$ cat src/include/adcc_pkg.sv
package adcc_pkg;

    // ************************************************************
    // Widths and sizes
    // ************************************************************
    localparam int ADDR_W = 4;
    localparam int DATA_W = 8;
    localparam int RES_W  = 12;
    localparam int CHAN_N = 12;
    localparam int DIV_W  = 7;
    localparam int WAIT_W = 2;

    // ************************************************************
    // Register offsets
    // ************************************************************
    localparam logic [ADDR_W-1:0] OFS_RES_LO  = 4'h0;
    localparam logic [ADDR_W-1:0] OFS_RES_HI  = 4'h1;
    localparam logic [ADDR_W-1:0] OFS_CTRL    = 4'h2;
    localparam logic [ADDR_W-1:0] OFS_SRC_CLK = 4'h3;
    localparam logic [ADDR_W-1:0] OFS_REF_GN  = 4'h4;
    localparam logic [ADDR_W-1:0] OFS_BANDGAP = 4'h5;
    localparam logic [ADDR_W-1:0] OFS_IRQ_ST  = 4'h6;
    localparam logic [ADDR_W-1:0] OFS_IRQ_MSK = 4'h7;
    localparam logic [ADDR_W-1:0] OFS_PIN_LO  = 4'h8;
    localparam logic [ADDR_W-1:0] OFS_PIN_HI  = 4'h9;

    // ************************************************************
    // Field positions
    // ************************************************************
    localparam int CC_START = 7;
    localparam int CC_BUSY  = 6;
    localparam int CC_EN    = 5;
    localparam int CC_JUST  = 4;
    localparam int SC_SRC   = 4;
    localparam int IRQ_DONE = 0;
    localparam int IRQ_OVR  = 1;

    // ************************************************************
    // Writable masks and reset values
    // ************************************************************
    localparam logic [DATA_W-1:0] MSK_CTRL    = 8'hbf;
    localparam logic [DATA_W-1:0] MSK_SRC_CLK = 8'hf7;
    localparam logic [DATA_W-1:0] MSK_REF_GN  = 8'h9f;
    localparam logic [DATA_W-1:0] MSK_BANDGAP = 8'h01;
    localparam logic [DATA_W-1:0] MSK_IRQ     = 8'h03;
    localparam logic [DATA_W-1:0] MSK_PIN_HI  = 8'h0f;
    localparam logic [DATA_W-1:0] RST_REG     = 8'h00;

    // ************************************************************
    // Approximation sequence constants
    // ************************************************************
    localparam logic [RES_W-1:0]  SAR_MSB     = 12'h800;
    localparam logic [3:0]        SAR_TOP     = 4'hb;
    localparam logic [3:0]        CHAN_LAST   = 4'hb;
    localparam logic [WAIT_W-1:0] SETTLE_LAST = 2'h3;

    typedef enum logic [2:0] {
        SEQ_IDLE  = 3'b001,
        SEQ_TRIAL = 3'b010,
        SEQ_DONE  = 3'b100
    } adcc_seq_type;

    // Internal source one-hot: avdd, avdd/2, avdd/4, vr, vr/2, vr/4, ground
    function automatic logic [6:0] adcc_int_src(input logic [3:0] sel);
        logic [6:0] res;
        res = 7'h00;
        unique case (sel)
            4'h1: res = 7'h01;
            4'h2: res = 7'h02;
            4'h3: res = 7'h04;
            4'h5: res = 7'h08;
            4'h6: res = 7'h10;
            4'h7: res = 7'h20;
            4'h8, 4'h9, 4'ha, 4'hb: res = 7'h40;
            default: res = 7'h00;
        endcase
        return res;
    endfunction

endpackage

$ cat src/include/adcc_res_if.sv
`timescale 1ns/1ns
`default_nettype none
interface adcc_res_if;
    logic                          start;
    logic                          enable;
    logic                          tick;
    logic                          cmp;
    logic                          done;
    logic [adcc_pkg::RES_W-1:0]    result;

    modport ctl (output start, output enable, output tick, output cmp,
                 input done, input result);
    modport seq (input start, input enable, input tick, input cmp,
                 output done, output result);
endinterface
`default_nettype wire

$ cat src/logic/adcc_clkdiv.sv
`timescale 1ns/1ns
`default_nettype none
module adcc_clkdiv (
    // Clock and reset
    input  wire logic                       i_mclk,
    input  wire logic                       i_sys_rst,
    // Control
    input  wire logic [2:0]                 i_code,
    input  wire logic                       i_run,
    // Conversion clock enable
    output var  logic                       o_tick
);
    import adcc_pkg::*;

    logic [DIV_W-1:0] cnt_ff;
    wire  [DIV_W-1:0] div_mask;

    // Division mask: 2**code - 1
    assign div_mask = DIV_W'((8'h01 << i_code) - 8'h01);

    // Free count while a conversion runs
    always_ff @(posedge i_mclk) begin
        if (i_sys_rst || !i_run) begin
            cnt_ff <= '0;
            o_tick <= 1'b0;
        end else begin
            cnt_ff <= cnt_ff + 1'b1;
            o_tick <= ((cnt_ff & div_mask) == div_mask);
        end
    end
endmodule
`default_nettype wire

$ cat src/logic/adcc_conv_seq.sv
`timescale 1ns/1ns
`default_nettype none
module adcc_conv_seq (
    // Clock and reset
    input  wire logic   i_mclk,
    input  wire logic   i_sys_rst,
    // Control side
    adcc_res_if.seq     sr,
    // Trial code to the analog core
    output var  logic [adcc_pkg::RES_W-1:0] o_dac_code
);
    import adcc_pkg::*;

    adcc_seq_type      state_ff;
    logic [3:0]        bit_ff;
    logic [WAIT_W-1:0] wait_ff;
    logic              done_ff;
    wire               settle_end;
    wire  [RES_W-1:0]  bit_mask;
    wire  [RES_W-1:0]  kept;

    // Trial evaluation per bit
    assign settle_end = sr.tick && (wait_ff == SETTLE_LAST);
    assign bit_mask   = RES_W'(12'h001 << bit_ff);
    assign kept       = sr.cmp ? o_dac_code : (o_dac_code & ~bit_mask);
    assign sr.done    = done_ff;
    assign sr.result  = o_dac_code;

    // Successive approximation, one bit per settle window
    always_ff @(posedge i_mclk) begin
        if (i_sys_rst || !sr.enable) begin
            state_ff   <= SEQ_IDLE;
            o_dac_code <= '0;
            bit_ff     <= '0;
            wait_ff    <= '0;
            done_ff    <= 1'b0;
        end else begin
            done_ff <= 1'b0;
            unique case (state_ff)
                SEQ_IDLE: if (sr.start) begin
                    state_ff   <= SEQ_TRIAL;
                    o_dac_code <= SAR_MSB;
                    bit_ff     <= SAR_TOP;
                    wait_ff    <= '0;
                end
                SEQ_TRIAL: if (sr.tick) begin
                    wait_ff <= wait_ff + 1'b1;
                    if (settle_end) begin
                        o_dac_code <= kept | (bit_mask >> 1);
                        if (bit_ff == 4'h0) state_ff <= SEQ_DONE;
                        else bit_ff <= bit_ff - 1'b1;
                    end
                end
                SEQ_DONE: begin
                    done_ff  <= 1'b1;
                    state_ff <= SEQ_IDLE;
                end
            endcase
        end
    end
endmodule
`default_nettype wire

$ cat src/logic/adcc_top.sv
`timescale 1ns/1ns
`default_nettype none
// Behaviour
// - One analog signal routed to converter
// - Twelve channels plus seven internal signals
// - Internal source disconnects external channel
// - Result held in two read-only bytes
// - Justify bit arranges result bytes
// - Unfilled result bits read zero
// - Disabled converter keeps result unchanged
// - Analog pin loses digital function
// - Analog pin loses pull-high
// - Eight-bit control and busy registers
// - Gain amplifier fields from third register
// - Bandgap enable from bit zero
// - Control register resets zero, fixed layout
// - Start after low-high-low on start bit
// - Busy set on trigger while enabled, cleared on end or disable
// - Channel codes above eleven float
// - Conversion clock is power-of-two division
module adcc_top (
    // Clock and reset
    input  wire logic                          i_mclk,
    input  wire logic                          i_sys_rst,
    // Register port
    input  wire logic [adcc_pkg::ADDR_W-1:0]   i_addr,
    input  wire logic [adcc_pkg::DATA_W-1:0]   i_wr_data,
    input  wire logic                          i_wr_en,
    input  wire logic                          i_rd_en,
    output var  logic [adcc_pkg::DATA_W-1:0]   o_rd_data,
    // Interrupt
    output var  logic                          o_irq,
    // Analog core
    input  wire logic                          i_cmp_hi,
    output var  logic [adcc_pkg::RES_W-1:0]    o_dac_code,
    output var  logic                          o_conv_power,
    // Signal routing
    output var  logic [adcc_pkg::CHAN_N-1:0]   o_ext_chan_sel,
    output var  logic [6:0]                    o_int_src_sel,
    // Reference and bandgap
    output var  logic                          o_amp_en,
    output var  logic                          o_amp_in_sel,
    output var  logic [1:0]                    o_ref_sel,
    output var  logic [1:0]                    o_gain_sel,
    output var  logic                          o_bandgap_en,
    // Pin sharing
    input  wire logic [adcc_pkg::CHAN_N-1:0]   i_pull_high_req,
    output var  logic [adcc_pkg::CHAN_N-1:0]   o_pin_analog_sel,
    output var  logic [adcc_pkg::CHAN_N-1:0]   o_pull_high_en
);
    import adcc_pkg::*;

    // ************************************************************
    // Declarations
    // ************************************************************
    logic [DATA_W-1:0] ctrl_ff;
    logic [DATA_W-1:0] src_clk_ff;
    logic [DATA_W-1:0] ref_gn_ff;
    logic [DATA_W-1:0] bandgap_ff;
    logic [DATA_W-1:0] irq_st_ff;
    logic [DATA_W-1:0] irq_msk_ff;
    logic [CHAN_N-1:0] pin_sel_ff;
    logic [RES_W-1:0]  result_ff;
    logic              busy_ff;
    logic              start_pulse_ff;
    logic              cmp_s1_ff;
    logic              cmp_s2_ff;
    wire               wr_ctrl;
    wire               trigger;
    wire               accept;
    wire               overrun;
    wire               ext_pick;
    wire  [6:0]        nxt_int_src;
    wire  [CHAN_N-1:0] nxt_ext_chan;
    wire  [DATA_W-1:0] res_lo;
    wire  [DATA_W-1:0] res_hi;
    wire  [DATA_W-1:0] irq_set;
    wire  [DATA_W-1:0] nxt_irq_st;
    logic [DATA_W-1:0] rd_mux;

    adcc_res_if res_if ();

    // ************************************************************
    // Register writes
    // ************************************************************

    // Trigger on falling write of start after it was high
    assign wr_ctrl = i_wr_en && (i_addr == OFS_CTRL);
    assign trigger = wr_ctrl && ctrl_ff[CC_START] && !i_wr_data[CC_START];
    assign accept  = trigger && i_wr_data[CC_EN] && !busy_ff;
    assign overrun = trigger && i_wr_data[CC_EN] && busy_ff;

    // Configuration registers, cleared at reset
    always_ff @(posedge i_mclk) begin
        if (i_sys_rst) begin
            ctrl_ff    <= RST_REG;
            src_clk_ff <= RST_REG;
            ref_gn_ff  <= RST_REG;
            bandgap_ff <= RST_REG;
            irq_msk_ff <= RST_REG;
            pin_sel_ff <= '0;
        end else if (i_wr_en) begin
            if (i_addr == OFS_CTRL)    ctrl_ff    <= i_wr_data & MSK_CTRL;
            if (i_addr == OFS_SRC_CLK) src_clk_ff <= i_wr_data & MSK_SRC_CLK;
            if (i_addr == OFS_REF_GN)  ref_gn_ff  <= i_wr_data & MSK_REF_GN;
            if (i_addr == OFS_BANDGAP) bandgap_ff <= i_wr_data & MSK_BANDGAP;
            if (i_addr == OFS_IRQ_MSK) irq_msk_ff <= i_wr_data & MSK_IRQ;
            if (i_addr == OFS_PIN_LO)  pin_sel_ff[7:0] <= i_wr_data;
            if (i_addr == OFS_PIN_HI)  pin_sel_ff[11:8] <= i_wr_data[3:0];
        end
    end

    // ************************************************************
    // Conversion control
    // ************************************************************

    // Comparator pin synchroniser
    always_ff @(posedge i_mclk) begin
        if (i_sys_rst) begin
            cmp_s1_ff <= 1'b0;
            cmp_s2_ff <= 1'b0;
        end else begin
            cmp_s1_ff <= i_cmp_hi;
            cmp_s2_ff <= cmp_s1_ff;
        end
    end

    // Sequencer hookup
    assign res_if.start  = start_pulse_ff;
    assign res_if.enable = ctrl_ff[CC_EN];
    assign res_if.cmp    = cmp_s2_ff;

    adcc_clkdiv u_clkdiv (
        .i_mclk    (i_mclk),
        .i_sys_rst (i_sys_rst),
        .i_code    (src_clk_ff[2:0]),
        .i_run     (busy_ff),
        .o_tick    (res_if.tick)
    );

    adcc_conv_seq u_seq (
        .i_mclk     (i_mclk),
        .i_sys_rst  (i_sys_rst),
        .sr         (res_if.seq),
        .o_dac_code (o_dac_code)
    );

    // Busy, start pulse and result capture
    always_ff @(posedge i_mclk) begin
        if (i_sys_rst) begin
            busy_ff        <= 1'b0;
            start_pulse_ff <= 1'b0;
            result_ff      <= '0;
        end else begin
            start_pulse_ff <= accept;
            if (accept) busy_ff <= 1'b1;
            else if (res_if.done || !ctrl_ff[CC_EN]) busy_ff <= 1'b0;
            if (res_if.done && ctrl_ff[CC_EN]) result_ff <= res_if.result;
        end
    end

    // ************************************************************
    // Interrupt status
    // ************************************************************

    // Set wins over write-one clear
    assign irq_set    = {6'h00, overrun, res_if.done && ctrl_ff[CC_EN]};
    assign nxt_irq_st = (i_wr_en && (i_addr == OFS_IRQ_ST)) ?
                        ((irq_st_ff & ~i_wr_data) | irq_set) : (irq_st_ff | irq_set);

    always_ff @(posedge i_mclk) begin
        if (i_sys_rst) begin
            irq_st_ff <= RST_REG;
            o_irq     <= 1'b0;
        end else begin
            irq_st_ff <= nxt_irq_st & MSK_IRQ;
            o_irq     <= |(irq_st_ff & irq_msk_ff);
        end
    end

    // ************************************************************
    // Signal routing and pins
    // ************************************************************

    // Source decode: internal pick forces external off
    assign nxt_int_src  = adcc_int_src(src_clk_ff[7:SC_SRC]);
    assign ext_pick     = (nxt_int_src == 7'h00);
    assign nxt_ext_chan = (ext_pick && (ctrl_ff[3:0] <= CHAN_LAST)) ?
                          CHAN_N'(12'h001 << ctrl_ff[3:0]) : '0;

    // Registered analog side outputs
    always_ff @(posedge i_mclk) begin
        if (i_sys_rst) begin
            o_ext_chan_sel   <= '0;
            o_int_src_sel    <= '0;
            o_conv_power     <= 1'b0;
            o_amp_en         <= 1'b0;
            o_amp_in_sel     <= 1'b0;
            o_ref_sel        <= '0;
            o_gain_sel       <= '0;
            o_bandgap_en     <= 1'b0;
            o_pin_analog_sel <= '0;
            o_pull_high_en   <= '0;
        end else begin
            o_ext_chan_sel   <= nxt_ext_chan;
            o_int_src_sel    <= nxt_int_src;
            o_conv_power     <= ctrl_ff[CC_EN];
            o_amp_en         <= ref_gn_ff[7];
            o_amp_in_sel     <= ref_gn_ff[4];
            o_ref_sel        <= ref_gn_ff[3:2];
            o_gain_sel       <= ref_gn_ff[1:0];
            o_bandgap_en     <= bandgap_ff[0];
            o_pin_analog_sel <= pin_sel_ff;
            o_pull_high_en   <= i_pull_high_req & ~pin_sel_ff;
        end
    end

    // ************************************************************
    // Register reads
    // ************************************************************

    // Justified result bytes, unused bits zero
    assign res_lo = ctrl_ff[CC_JUST] ? result_ff[7:0] : {result_ff[3:0], 4'h0};
    assign res_hi = ctrl_ff[CC_JUST] ? {4'h0, result_ff[11:8]} : result_ff[11:4];

    always_comb begin
        unique case (i_addr)
            OFS_RES_LO:  rd_mux = res_lo;
            OFS_RES_HI:  rd_mux = res_hi;
            OFS_CTRL:    rd_mux = ctrl_ff | {1'b0, busy_ff, 6'h00};
            OFS_SRC_CLK: rd_mux = src_clk_ff;
            OFS_REF_GN:  rd_mux = ref_gn_ff;
            OFS_BANDGAP: rd_mux = bandgap_ff;
            OFS_IRQ_ST:  rd_mux = irq_st_ff;
            OFS_IRQ_MSK: rd_mux = irq_msk_ff;
            OFS_PIN_LO:  rd_mux = pin_sel_ff[7:0];
            OFS_PIN_HI:  rd_mux = {4'h0, pin_sel_ff[11:8]};
            default:     rd_mux = 8'h00;
        endcase
    end

    // Read data stands one cycle after the strobe
    always_ff @(posedge i_mclk) begin
        if (i_sys_rst) o_rd_data <= 8'h00;
        else o_rd_data <= i_rd_en ? rd_mux : 8'h00;
    end
endmodule
`default_nettype wire

$ cat config.mk
export PLATFORM = sky130hd
export DESIGN_NAME = adcc_top
export DESIGN_NICKNAME = d
export VERILOG_FILES = /design/src/include/adcc_pkg.sv /design/src/include/adcc_res_if.sv /design/src/logic/adcc_clkdiv.sv /design/src/logic/adcc_conv_seq.sv /design/src/logic/adcc_top.sv
export SDC_FILE = /design/constraint.sdc
export NUM_CORES = 1
export LEC_CHECK = 0
export BUFFER_PORTS_ARGS = -buffer_cell sky130_fd_sc_hd__buf_2
export CAP_MARGIN = 20
export CORE_MARGIN = 3
export CORE_UTILIZATION = 35
export DETAILED_ROUTE_END_ITERATION = 6
export PLACE_DENSITY_LB_ADDON = 0.3
export SETUP_SLACK_MARGIN = 0.05
export SYNTH_ARGS = -nofsm -noshare
export SYNTH_HDL_FRONTEND = slang
export SYNTH_SLANG_ARGS = --single-unit
export TNS_END_PERCENT = 1
$ cat constraint.sdc
create_clock -name i_mclk -period 2.1 [get_ports i_mclk]
set_input_delay 0.21 -clock i_mclk [delete_from_list [all_inputs] [get_ports i_mclk]]
set_output_delay 0.21 -clock i_mclk [all_outputs]
set_load 0.01 [all_outputs]
==> metrics.cfg, run 1 <==
[global_routing]
antenna_found_initial=0
grt_pass1_vias=4694
grt-ovfl-total=0
grt.total_usage=0.162
grt_pass1_wl_mm=23.5
grt_max_degree=59

[synth]
synthXorXnorAreaFrac=0.00734
ys_seq_area_frac=0.503
synth_edf_count=0
synthMuxAreaShare=0.0560
synthArstFlopShare=0
synth_warnings=0
yosys_most_used_dff=dfxtp_1
ys_ff_latch=150
synth_fa_ha_area_frac=0.0147
synth_top_cell_by_area=dfxtp_1
synth_cell_types=58
netlist_area_um2=5970
synth_top_family_by_area=simple AND/OR/NAND/NOR gates
synth_top_area_share=0.503
syn_inst=631
synth_nets=667
synth_area_per_cell_um2=9.46
synth_compound_area_frac=0.136
synth-simple-area-share=0.250
netlist_top_cells_area=dfxtp_1 (50%), mux2i_1 (5.0%), nand2_1 (4.3%)

[power_and_ir_drop]
p_sw_frac=0.217
clockPowerShare=0.509
powerDensity_nw_per_um2=865
p_seq_frac=0.454
combPwrFrac=0.037
p_int_mw=4.99
p_leak_nw=2.95
peakVddDrop_mv=0.541
p_switching_mw=1.38

[place]
place_ws_ns=0.230
dpl_cell_area_um2=6710
io_buffers=100
gp_congestion=0.914
dp_hpwl_mm=11.0

[timing]
tns_ns=0
fin_worst_skew_ns=0.00907
finalSetupViolations=0
fin_crit_ns=1.90
relSlewSlack=0.620
max_slew.worst_pin.slew_ns=0.570
fin_crit_sh=0.905
fmax_ghz=0.526
setup_ws_ns=0.199
grt_setup_unrepaired=false
final-max-slew-violation-count=0
hold_viol_final=0

[cells_and_area]
syn2layout_area_growth_pct=23.3
final_nets=766
final_layout_size_suffix_gt1_frac=0.221
stdcell_area_um2=7360
layout_commonest_cell=dfxtp_1
diodes=0
layout_common_cells=dfxtp_1 (150), buf_2 (100), nand2_1 (69)

[worst_hold_path]
hp-start=i_pull_high_req[9]
hp-class=input pin to flop

[setup_path]
cp-startpoint=u_seq.wait_ff[0]
crit_path_max_incr_delay_ns=0.59
crit_family=compound AO/OA/AOI/OAI gates
reg2reg_from=u_seq.wait_ff[0]
path_cells=ha_1, nand4b_4, a2111oi_4, nand2_1, a32o_1
required_ns=2.42
critPathLaunchType=flop
path_buf_inv=0
cp_max_fo=8
end_kind=flop
arrival_ns=2.22
crit_slowest_cell=a2111oi_4
critPathKind=flop to flop

[run_status]
status=finished, final reports clean

[route]
via_per_inst=5.14
drtPass1Iterations=6
routedWlPerCell_um=15.3
drtAntennaViolNets=0
routed_wl_mm=14.8
num_vias=4948
drc=0
drt_iter0_drc=318

[floorplan]
num_rows=47
core_um2=16600
die_h_um=137
dieArea_um2=18700
io_pins=101
die_w_um=137
start_util=0.359

[clock_network]
cts_sinks=150
htree_levels=4
clock_path_buffers=2
clockRootBuffer=clkbuf_16
clkLatencyLatePin_ns=0.42
path_clk_slew_ns=0.06
cts_tree=yes
postCtsResizedCells=0
numCtsBuffers=17

[run]
cap_violations=0

[area by class of cell]
| cell class | instances | area [um2] |
|---|---|---|
| clock buffers | 18 | 439 |
| fillers | 1595 | 9280 |
| well taps | 220 | 275 |
| flip-flops and latches | 150 | 3000 |
| inverters | 11 | 41.3 |
| multi-input cells | 433 | 2770 |
| repair buffers | 117 | 631 |
| clock inverters | 14 | 198 |
[flip-flops by register name (all words and copies together) (netlist names), 8 cells and up]
register and count:
o_rd_data 8, o_pin_analog_sel 12, pin_sel_ff 12, result_ff 12, o_ext_chan_sel 12, u_seq.o_dac_code 12, o_pull_high_en 12
[power by group through the flow]
stage	Clock [mW]	Sequential [mW]	Combinational (mW)
after CTS	3.30	2.89	0.234
after global placement	0	2.95	0.227
final	3.24	2.89	0.235
after detailed placement	0	2.96	0.232
after global routing	3.43	2.89	0.256
after floorplan	0	2.96	0.131
[worst paths after layout]
kind	cells past startpoint	to	slack (ns)
max	5	u_seq.o_dac_code[6]	0.20
min	2	o_pull_high_en[9]	0.05
max reg2reg	5	u_seq.o_dac_code[6]	0.20
min reg2reg	1	cmp_s2_ff	0.43
[per-layer routing]
| metal | global-route usage | up-vias | wire length (um) |
|---|---|---|---|
| li1 | - | 2418 | - |
| met1 | 0.200 | 2346 | 6410 |
| met2 | 0.264 | 159 | 7090 |
| met3 | 0.0474 | 25 | 939 |
| met4 | 0.0705 | 0 | 336 |
| met5 | 0 | - | 0 |
[synth_stat cells (4+ instances only)]
| library cell | n |
|---|---|
| o2bb2ai_1 | 4 |
| nor3b_1 | 18 |
| o21ai_0 | 10 |
| nand2_1 | 69 |
| a21oi_1 | 43 |
| dfxtp_1 | 150 |
| nand3b_1 | 7 |
| clkbuf_1 | 22 |
| and3b_1 | 6 |
| xor2_1 | 4 |
| nor3_1 | 14 |
| a21o_1 | 4 |
| buf_1 | 5 |
| mux2i_1 | 30 |
| nor2b_1 | 40 |
| and2_1 | 6 |
| ha_1 | 7 |
| inv_1 | 11 |
| nand2b_1 | 7 |
| nand4_1 | 5 |
| a22oi_1 | 8 |
| nand3_1 | 16 |
| a32o_1 | 10 |
| nor2_1 | 53 |
| a211oi_1 | 4 |
| a31oi_1 | 6 |
| buf_2 | 9 |
| and3_1 | 7 |
| or2_2 | 5 |
| a32oi_1 | 4 |
[cell families after synthesis]
family | Yosys count
AOI/OAI and AO/OA | 113
muxes | 33
adders and majority gates | 7
DFF | 150
and+or+nand+nor | 275
buffers and inverters | 48
xor gates and xnor gates | 5
[metrics by stage]
stage / hold slack (ns) / utilization / total power [mW] / std cells
after floorplan: 0.338 / - / 3.09 / 631
after global placement: 0.432 / 0.403 / 3.18 / 930
after detailed placement: 0.428 / 0.403 / 3.19 / 930
after CTS: 0.0303 / 0.442 / 6.42 / 963
after global routing: 0.0344 / 0.442 / 6.58 / 963
final: 0.0488 / 0.442 / 6.37 / 963
[what timing repair did]
| action | 4_1_cts | 5_1_grt |
|---|---|---|
| hold buffers | 1 | 0 |
| endpoints found under the hold margin | 1 | 0 |
| setup buffers | 0 | 0 |
No activity file was read; power rests on OpenSTA's default activity.
==> run 2: changes to the inputs <==
--- a/config.mk
+++ b/config.mk
@@ -9,6 +9,7 @@
 export CAP_MARGIN = 20
 export CORE_MARGIN = 3
 export CORE_UTILIZATION = 35
+export CTS_BUF_LIST = sky130_fd_sc_hd__clkbuf_8
 export DETAILED_ROUTE_END_ITERATION = 6
 export PLACE_DENSITY_LB_ADDON = 0.3
 export SETUP_SLACK_MARGIN = 0.05
==> run 2 against run 1 <==
Net effect: the run now ends with DRC left; combinational power rose by 6%; worst hold slack lost 0.019 ns; clock skew grew 0.0038 ns; clock power decreased by 24%; count of clock-buffer cells in the layout stayed put; flip-flop and latch count did not move; worst setup slack better by 0.0082 ns; final cell count is 1.0% higher; sequential share of layout area rose by 0.51 points; largest cell class unchanged.
==> metrics.cfg, run 2 (synthesized netlist as in run 1, its figures left out) <==
[global_routing]
grt.total_usage=0.162
antenna_found_initial=0
grt_pass1_vias=4718
grt_max_degree=59
grt_pass1_wl_mm=23.6
grt-ovfl-total=0

[floorplan]
die_h_um=137
io_pins=101
start_util=0.359
die_w_um=137
num_rows=47
dieArea_um2=18700
core_um2=16600

[setup_path]
crit_slowest_cell=nor3b_1
crit_path_max_incr_delay_ns=0.42
cp_max_fo=6
critPathLaunchType=flop
critPathKind=flop to flop
required_ns=2.46
arrival_ns=2.25
rr_worst_depth=6
path_cells=inv_1, ha_1, nor3b_1, o21ai_0, and4_1, o21a_1
end_kind=flop

[cells_and_area]
multi_input_area_um2=2770
regArea_um2=3000
fin_cells=973
stdcell_area_um2=7270
layout_common_cells=dfxtp_1 (150), buf_2 (100), nand2_1 (69)
syn2layout_area_growth_pct=21.8
nFillCells=1615
utilization=0.437
final_nets=776
final_layout_size_suffix_gt1_frac=0.218
layout_commonest_cell=dfxtp_1
diodes=0

[worst_hold_path]
min_path_cells=2
hp-class=input pin to flop

[place]
gp_congestion=0.914
dp_hpwl_mm=11.0
io_buffers=100
dp_cells=930
dpl_cell_area_um2=6710
place_ws_ns=0.230

[route]
drtPass1Iterations=7
drc=2
num_vias=4937
drtAntennaViolNets=0
via_per_inst=5.07
routedWlPerCell_um=15.2
routed_wl_mm=14.8
drt_iter0_drc=329

[run_status]
status=complete, but fails checks
violations=DRC

[clock_network]
clkLatencyLatePin_ns=0.45
clockRootBuffer=clkbuf_8
htree_levels=4
path_clk_slew_ns=0.08
cts_setup_buffers=0
cts_sinks=150
cts_tree=yes
clock_path_buffers=2
numCtsBuffers=17

[timing]
setup_ws_ns=0.207
fmax_ghz=0.528
finalSetupViolations=0
fin_crit_ns=1.89
fin_worst_skew_ns=0.0129
hold_viol_final=0
relSlewSlack=0.620
max_slew.worst_pin.slew_ns=0.569
hold_ws_ns=0.0298
tns_ns=0
final-max-slew-violation-count=0
grt_setup_unrepaired=false
fin_crit_sh=0.901

[power_and_ir_drop]
powerDensity_nw_per_um2=768
peakVddDrop_mv=0.407
p_leak_nw=2.91
p_total_mw=5.59

[run]
cap_violations=0

[run 2: changes by cell type in the layout (fill, tap and decap cells not counted)]
cell           previous run  this run
clkbuf_16                17         0
clkbuf_8                  1        18
dlygate4sd3_1             1        11
[run 2: cell type report]
type                    count  area share
clock buffers              18      0.0341
flip-flops and latches    150       0.413
inverters                  11     0.00568
clock inverters            14      0.0272
well taps                 220      0.0379
multi-input cells         433       0.382
repair buffers            127       0.101
[run 2: power by group]
group | internal (mW) | switching (mW)
clock network | 1.33 | 1.11
registers | 2.87 | 0.0173
logic | 0.0975 | 0.151
total | 4.30 | 1.28
[run 2: worst paths after layout]
check                          start                end  slack, ns
setup / recovery     u_seq.bit_ff[0]    u_seq.bit_ff[2]       0.21
hold / removal    i_pull_high_req[2]  o_pull_high_en[2]       0.03
setup reg to reg     u_seq.bit_ff[0]    u_seq.bit_ff[2]       0.21
hold reg to reg            cmp_s1_ff          cmp_s2_ff       0.44
[run 2: worst max-delay path: cells and delay by family (launching register included)]
kind | cells | cell delay, ns
flops | 1 | 0.37
compound gates | 2 | 0.38
fa+ha+maj | 1 | 0.24
simple gates | 2 | 0.68
buf+inv | 1 | 0.13
[run 2: layer usage]
metal | vias up | GRT usage | wire length (um)
met5 | - | 0 | 0
met4 | 0 | 0.0627 | 326
met3 | 25 | 0.0438 | 900
met2 | 143 | 0.266 | 7060
met1 | 2335 | 0.201 | 6530
li1 | 2434 | - | -
[run 2: what timing repair did]
item / 4_1_cts / 5_1_grt
hold buffers: 11 / 0
endpoints found under the hold margin: 11 / 0
setup endpoints to repair: 0 / 0
resized for setup: 0 / 0
==> run 3: changes to the inputs <==
--- a/config.mk
+++ b/config.mk
@@ -8,7 +8,7 @@
 export BUFFER_PORTS_ARGS = -buffer_cell sky130_fd_sc_hd__buf_2
 export CAP_MARGIN = 20
 export CORE_MARGIN = 3
-export CORE_UTILIZATION = 35
+export CORE_UTILIZATION = 50
 export CTS_BUF_LIST = sky130_fd_sc_hd__clkbuf_8
 export DETAILED_ROUTE_END_ITERATION = 6
 export PLACE_DENSITY_LB_ADDON = 0.3
==> run 3 against run 2 <==
Net effect: the flow now finishes without violations; worst hold slack got worse by 0.0025 ns; via count increased by 0.26%; worst setup slack improved by 0.031 ns; clock power about the same; final cell count decreased by 8.4%; critical endpoint is now u_seq.o_dac_code[5]; highest routed layer unchanged.
==> metrics.cfg, run 3 (synthesized netlist as in run 1, its figures left out) <==
[power_and_ir_drop]
p_seq_frac=0.514
combPwrFrac=0.044
p_total_mw=5.62
p_leak_nw=2.92
p_switching_mw=1.16
powerDensity_nw_per_um2=786
peakVddDrop_mv=0.321
p_int_mw=4.45
clockPowerShare=0.441
p_sw_frac=0.207

[setup_path]
end_kind=flop
rr_worst_depth=5
critPathCapture=u_seq.o_dac_code[5]
cp_num_cells=5
critPathKind=flop to flop
required_ns=2.44
reg2reg_from=u_seq.wait_ff[0]
cp-startpoint=u_seq.wait_ff[0]
crit_family=compound AO/OA/AOI/OAI gates
crit_path_max_incr_delay_ns=0.57
path_cells=ha_1, nand4b_4, a2111oi_4, nand2_1, a32o_1
critPathLaunchType=flop
cp_max_fo=8
r2r_setup_slack_ns=0.24
path_buf_inv=0
crit_slowest_cell=a2111oi_4
arrival_ns=2.20
r2r-end=u_seq.o_dac_code[5]

[place]
place_ws_ns=0.220
io_buffers=100
dp_hpwl_mm=11.0
gp_congestion=0.890
dp_cells=853
dpl_cell_area_um2=6620

[cells_and_area]
layout_commonest_cell=dfxtp_1
multi_input_area_um2=2770
syn2layout_area_growth_pct=19.8
regArea_um2=3000
stdcell_area_um2=7150
final_layout_size_suffix_gt1_frac=0.214
fin_cells=891
diodes=0
nFillCells=1027
final_nets=773
layout_common_cells=dfxtp_1 (150), buf_2 (100), nand2_1 (69)

[timing]
hold_viol_final=0
tns_ns=0
relSlewSlack=0.601
fin_crit_sh=0.886
max_slew.worst_pin.slew_ns=0.596
finalSetupViolations=0
grt_setup_unrepaired=false
fin_worst_skew_ns=0.0103
final-max-slew-violation-count=0
fin_crit_ns=1.86
setup_ws_ns=0.238
fmax_ghz=0.537

[worst_hold_path]
hp-class=input pin to flop

[clock_network]
path_clk_slew_ns=0.08
postCtsResizedCells=0
numCtsBuffers=17
clockRootBuffer=clkbuf_8
cts_tree=yes
htree_levels=4
cts_sinks=150
clock_path_buffers=2
clkLatencyLatePin_ns=0.45

[global_routing]
grt-ovfl-total=0
grt_pass1_vias=4798
grt_max_degree=57
antenna_found_initial=0
grt_pass1_wl_mm=24.2
grt.total_usage=0.235

[route]
drt_iter0_drc=281
num_vias=4950
drtAntennaViolNets=0
via_per_inst=5.56
drtPass1Iterations=5
routed_wl_mm=14.9
drc=0
routedWlPerCell_um=16.7

[run_status]
status=finished, final reports clean

[floorplan]
dieArea_um2=13300
num_rows=39
core_um2=11600
die_w_um=115
start_util=0.516
die_h_um=115
io_pins=101

[run]
cap_violations=0

## run 3: routing by layer
| metal | part of all wire | GRT usage | up-vias |
|---|---|---|---|
| li1 | - | - | 2427 |
| met1 | 0.43 | 0.294 | 2350 |
| met2 | 0.48 | 0.385 | 144 |
| met3 | 0.054 | 0.0532 | 29 |
| met4 | 0.032 | 0.110 | 0 |
| met5 | 0 | 0 | - |
## run 3: how the worst min path moves through the flow
stage,startpoint,slack (ns),endpoint,depth (start not counted)
2_1_floorplan,i_cmp_hi,0.34,cmp_s1_ff,1
3_3_place_gp,cmp_s1_ff,0.42,cmp_s2_ff,1
3_5_place_dp,i_cmp_hi,0.43,cmp_s1_ff,2
4_1_cts,i_pull_high_req[6],0.0006,o_pull_high_en[6],2
5_1_grt,i_pull_high_req[9],0.007,o_pull_high_en[9],2
6_report,i_pull_high_req[9],0.03,o_pull_high_en[9],2
## run 3: through the flow
stage	util	hold slack, ns
CTS	0.618	0.000592
global route	0.618	0.00692
global placement	0.572	0.422
detailed placement	0.572	0.430
finish	0.618	0.0273
floorplan	-	0.338
## run 3: final cells by class
class | instances | area share
timing repair buffer | 124 | 0.0980
clock inverter | 10 | 0.0250
sequential | 150 | 0.420
inverter | 11 | 0.00577
multi-input combinational | 433 | 0.388
clock buffer | 20 | 0.0385
tap | 143 | 0.0250
## run 3: power groups by stage
stage	clock, mW	combinational, mW	sequential (mW)
2_1_floorplan	0	0.131	2.96
3_3_place_gp	0	0.231	2.95
3_5_place_dp	0	0.234	2.96
4_1_cts	2.53	0.247	2.89
5_1_grt	2.67	0.270	2.89
6_report	2.48	0.249	2.89
## run 3: what timing repair did
| item | in CTS | in global routing |
|---|---|---|
| buffers inserted | 0 | 0 |
| setup endpoints to repair | 0 | 2 |
| endpoints found under the hold margin | 8 | 0 |
| hold buffers | 8 | 0 |
## run 3: worst reg2reg max path, cell delays in order (launching register included)
cell and delay [ns]:
dfxtp_1 0.36, ha_1 0.22, nand4b_4 0.21, a2111oi_4 0.57, nand2_1 0.12, a32o_1 0.27
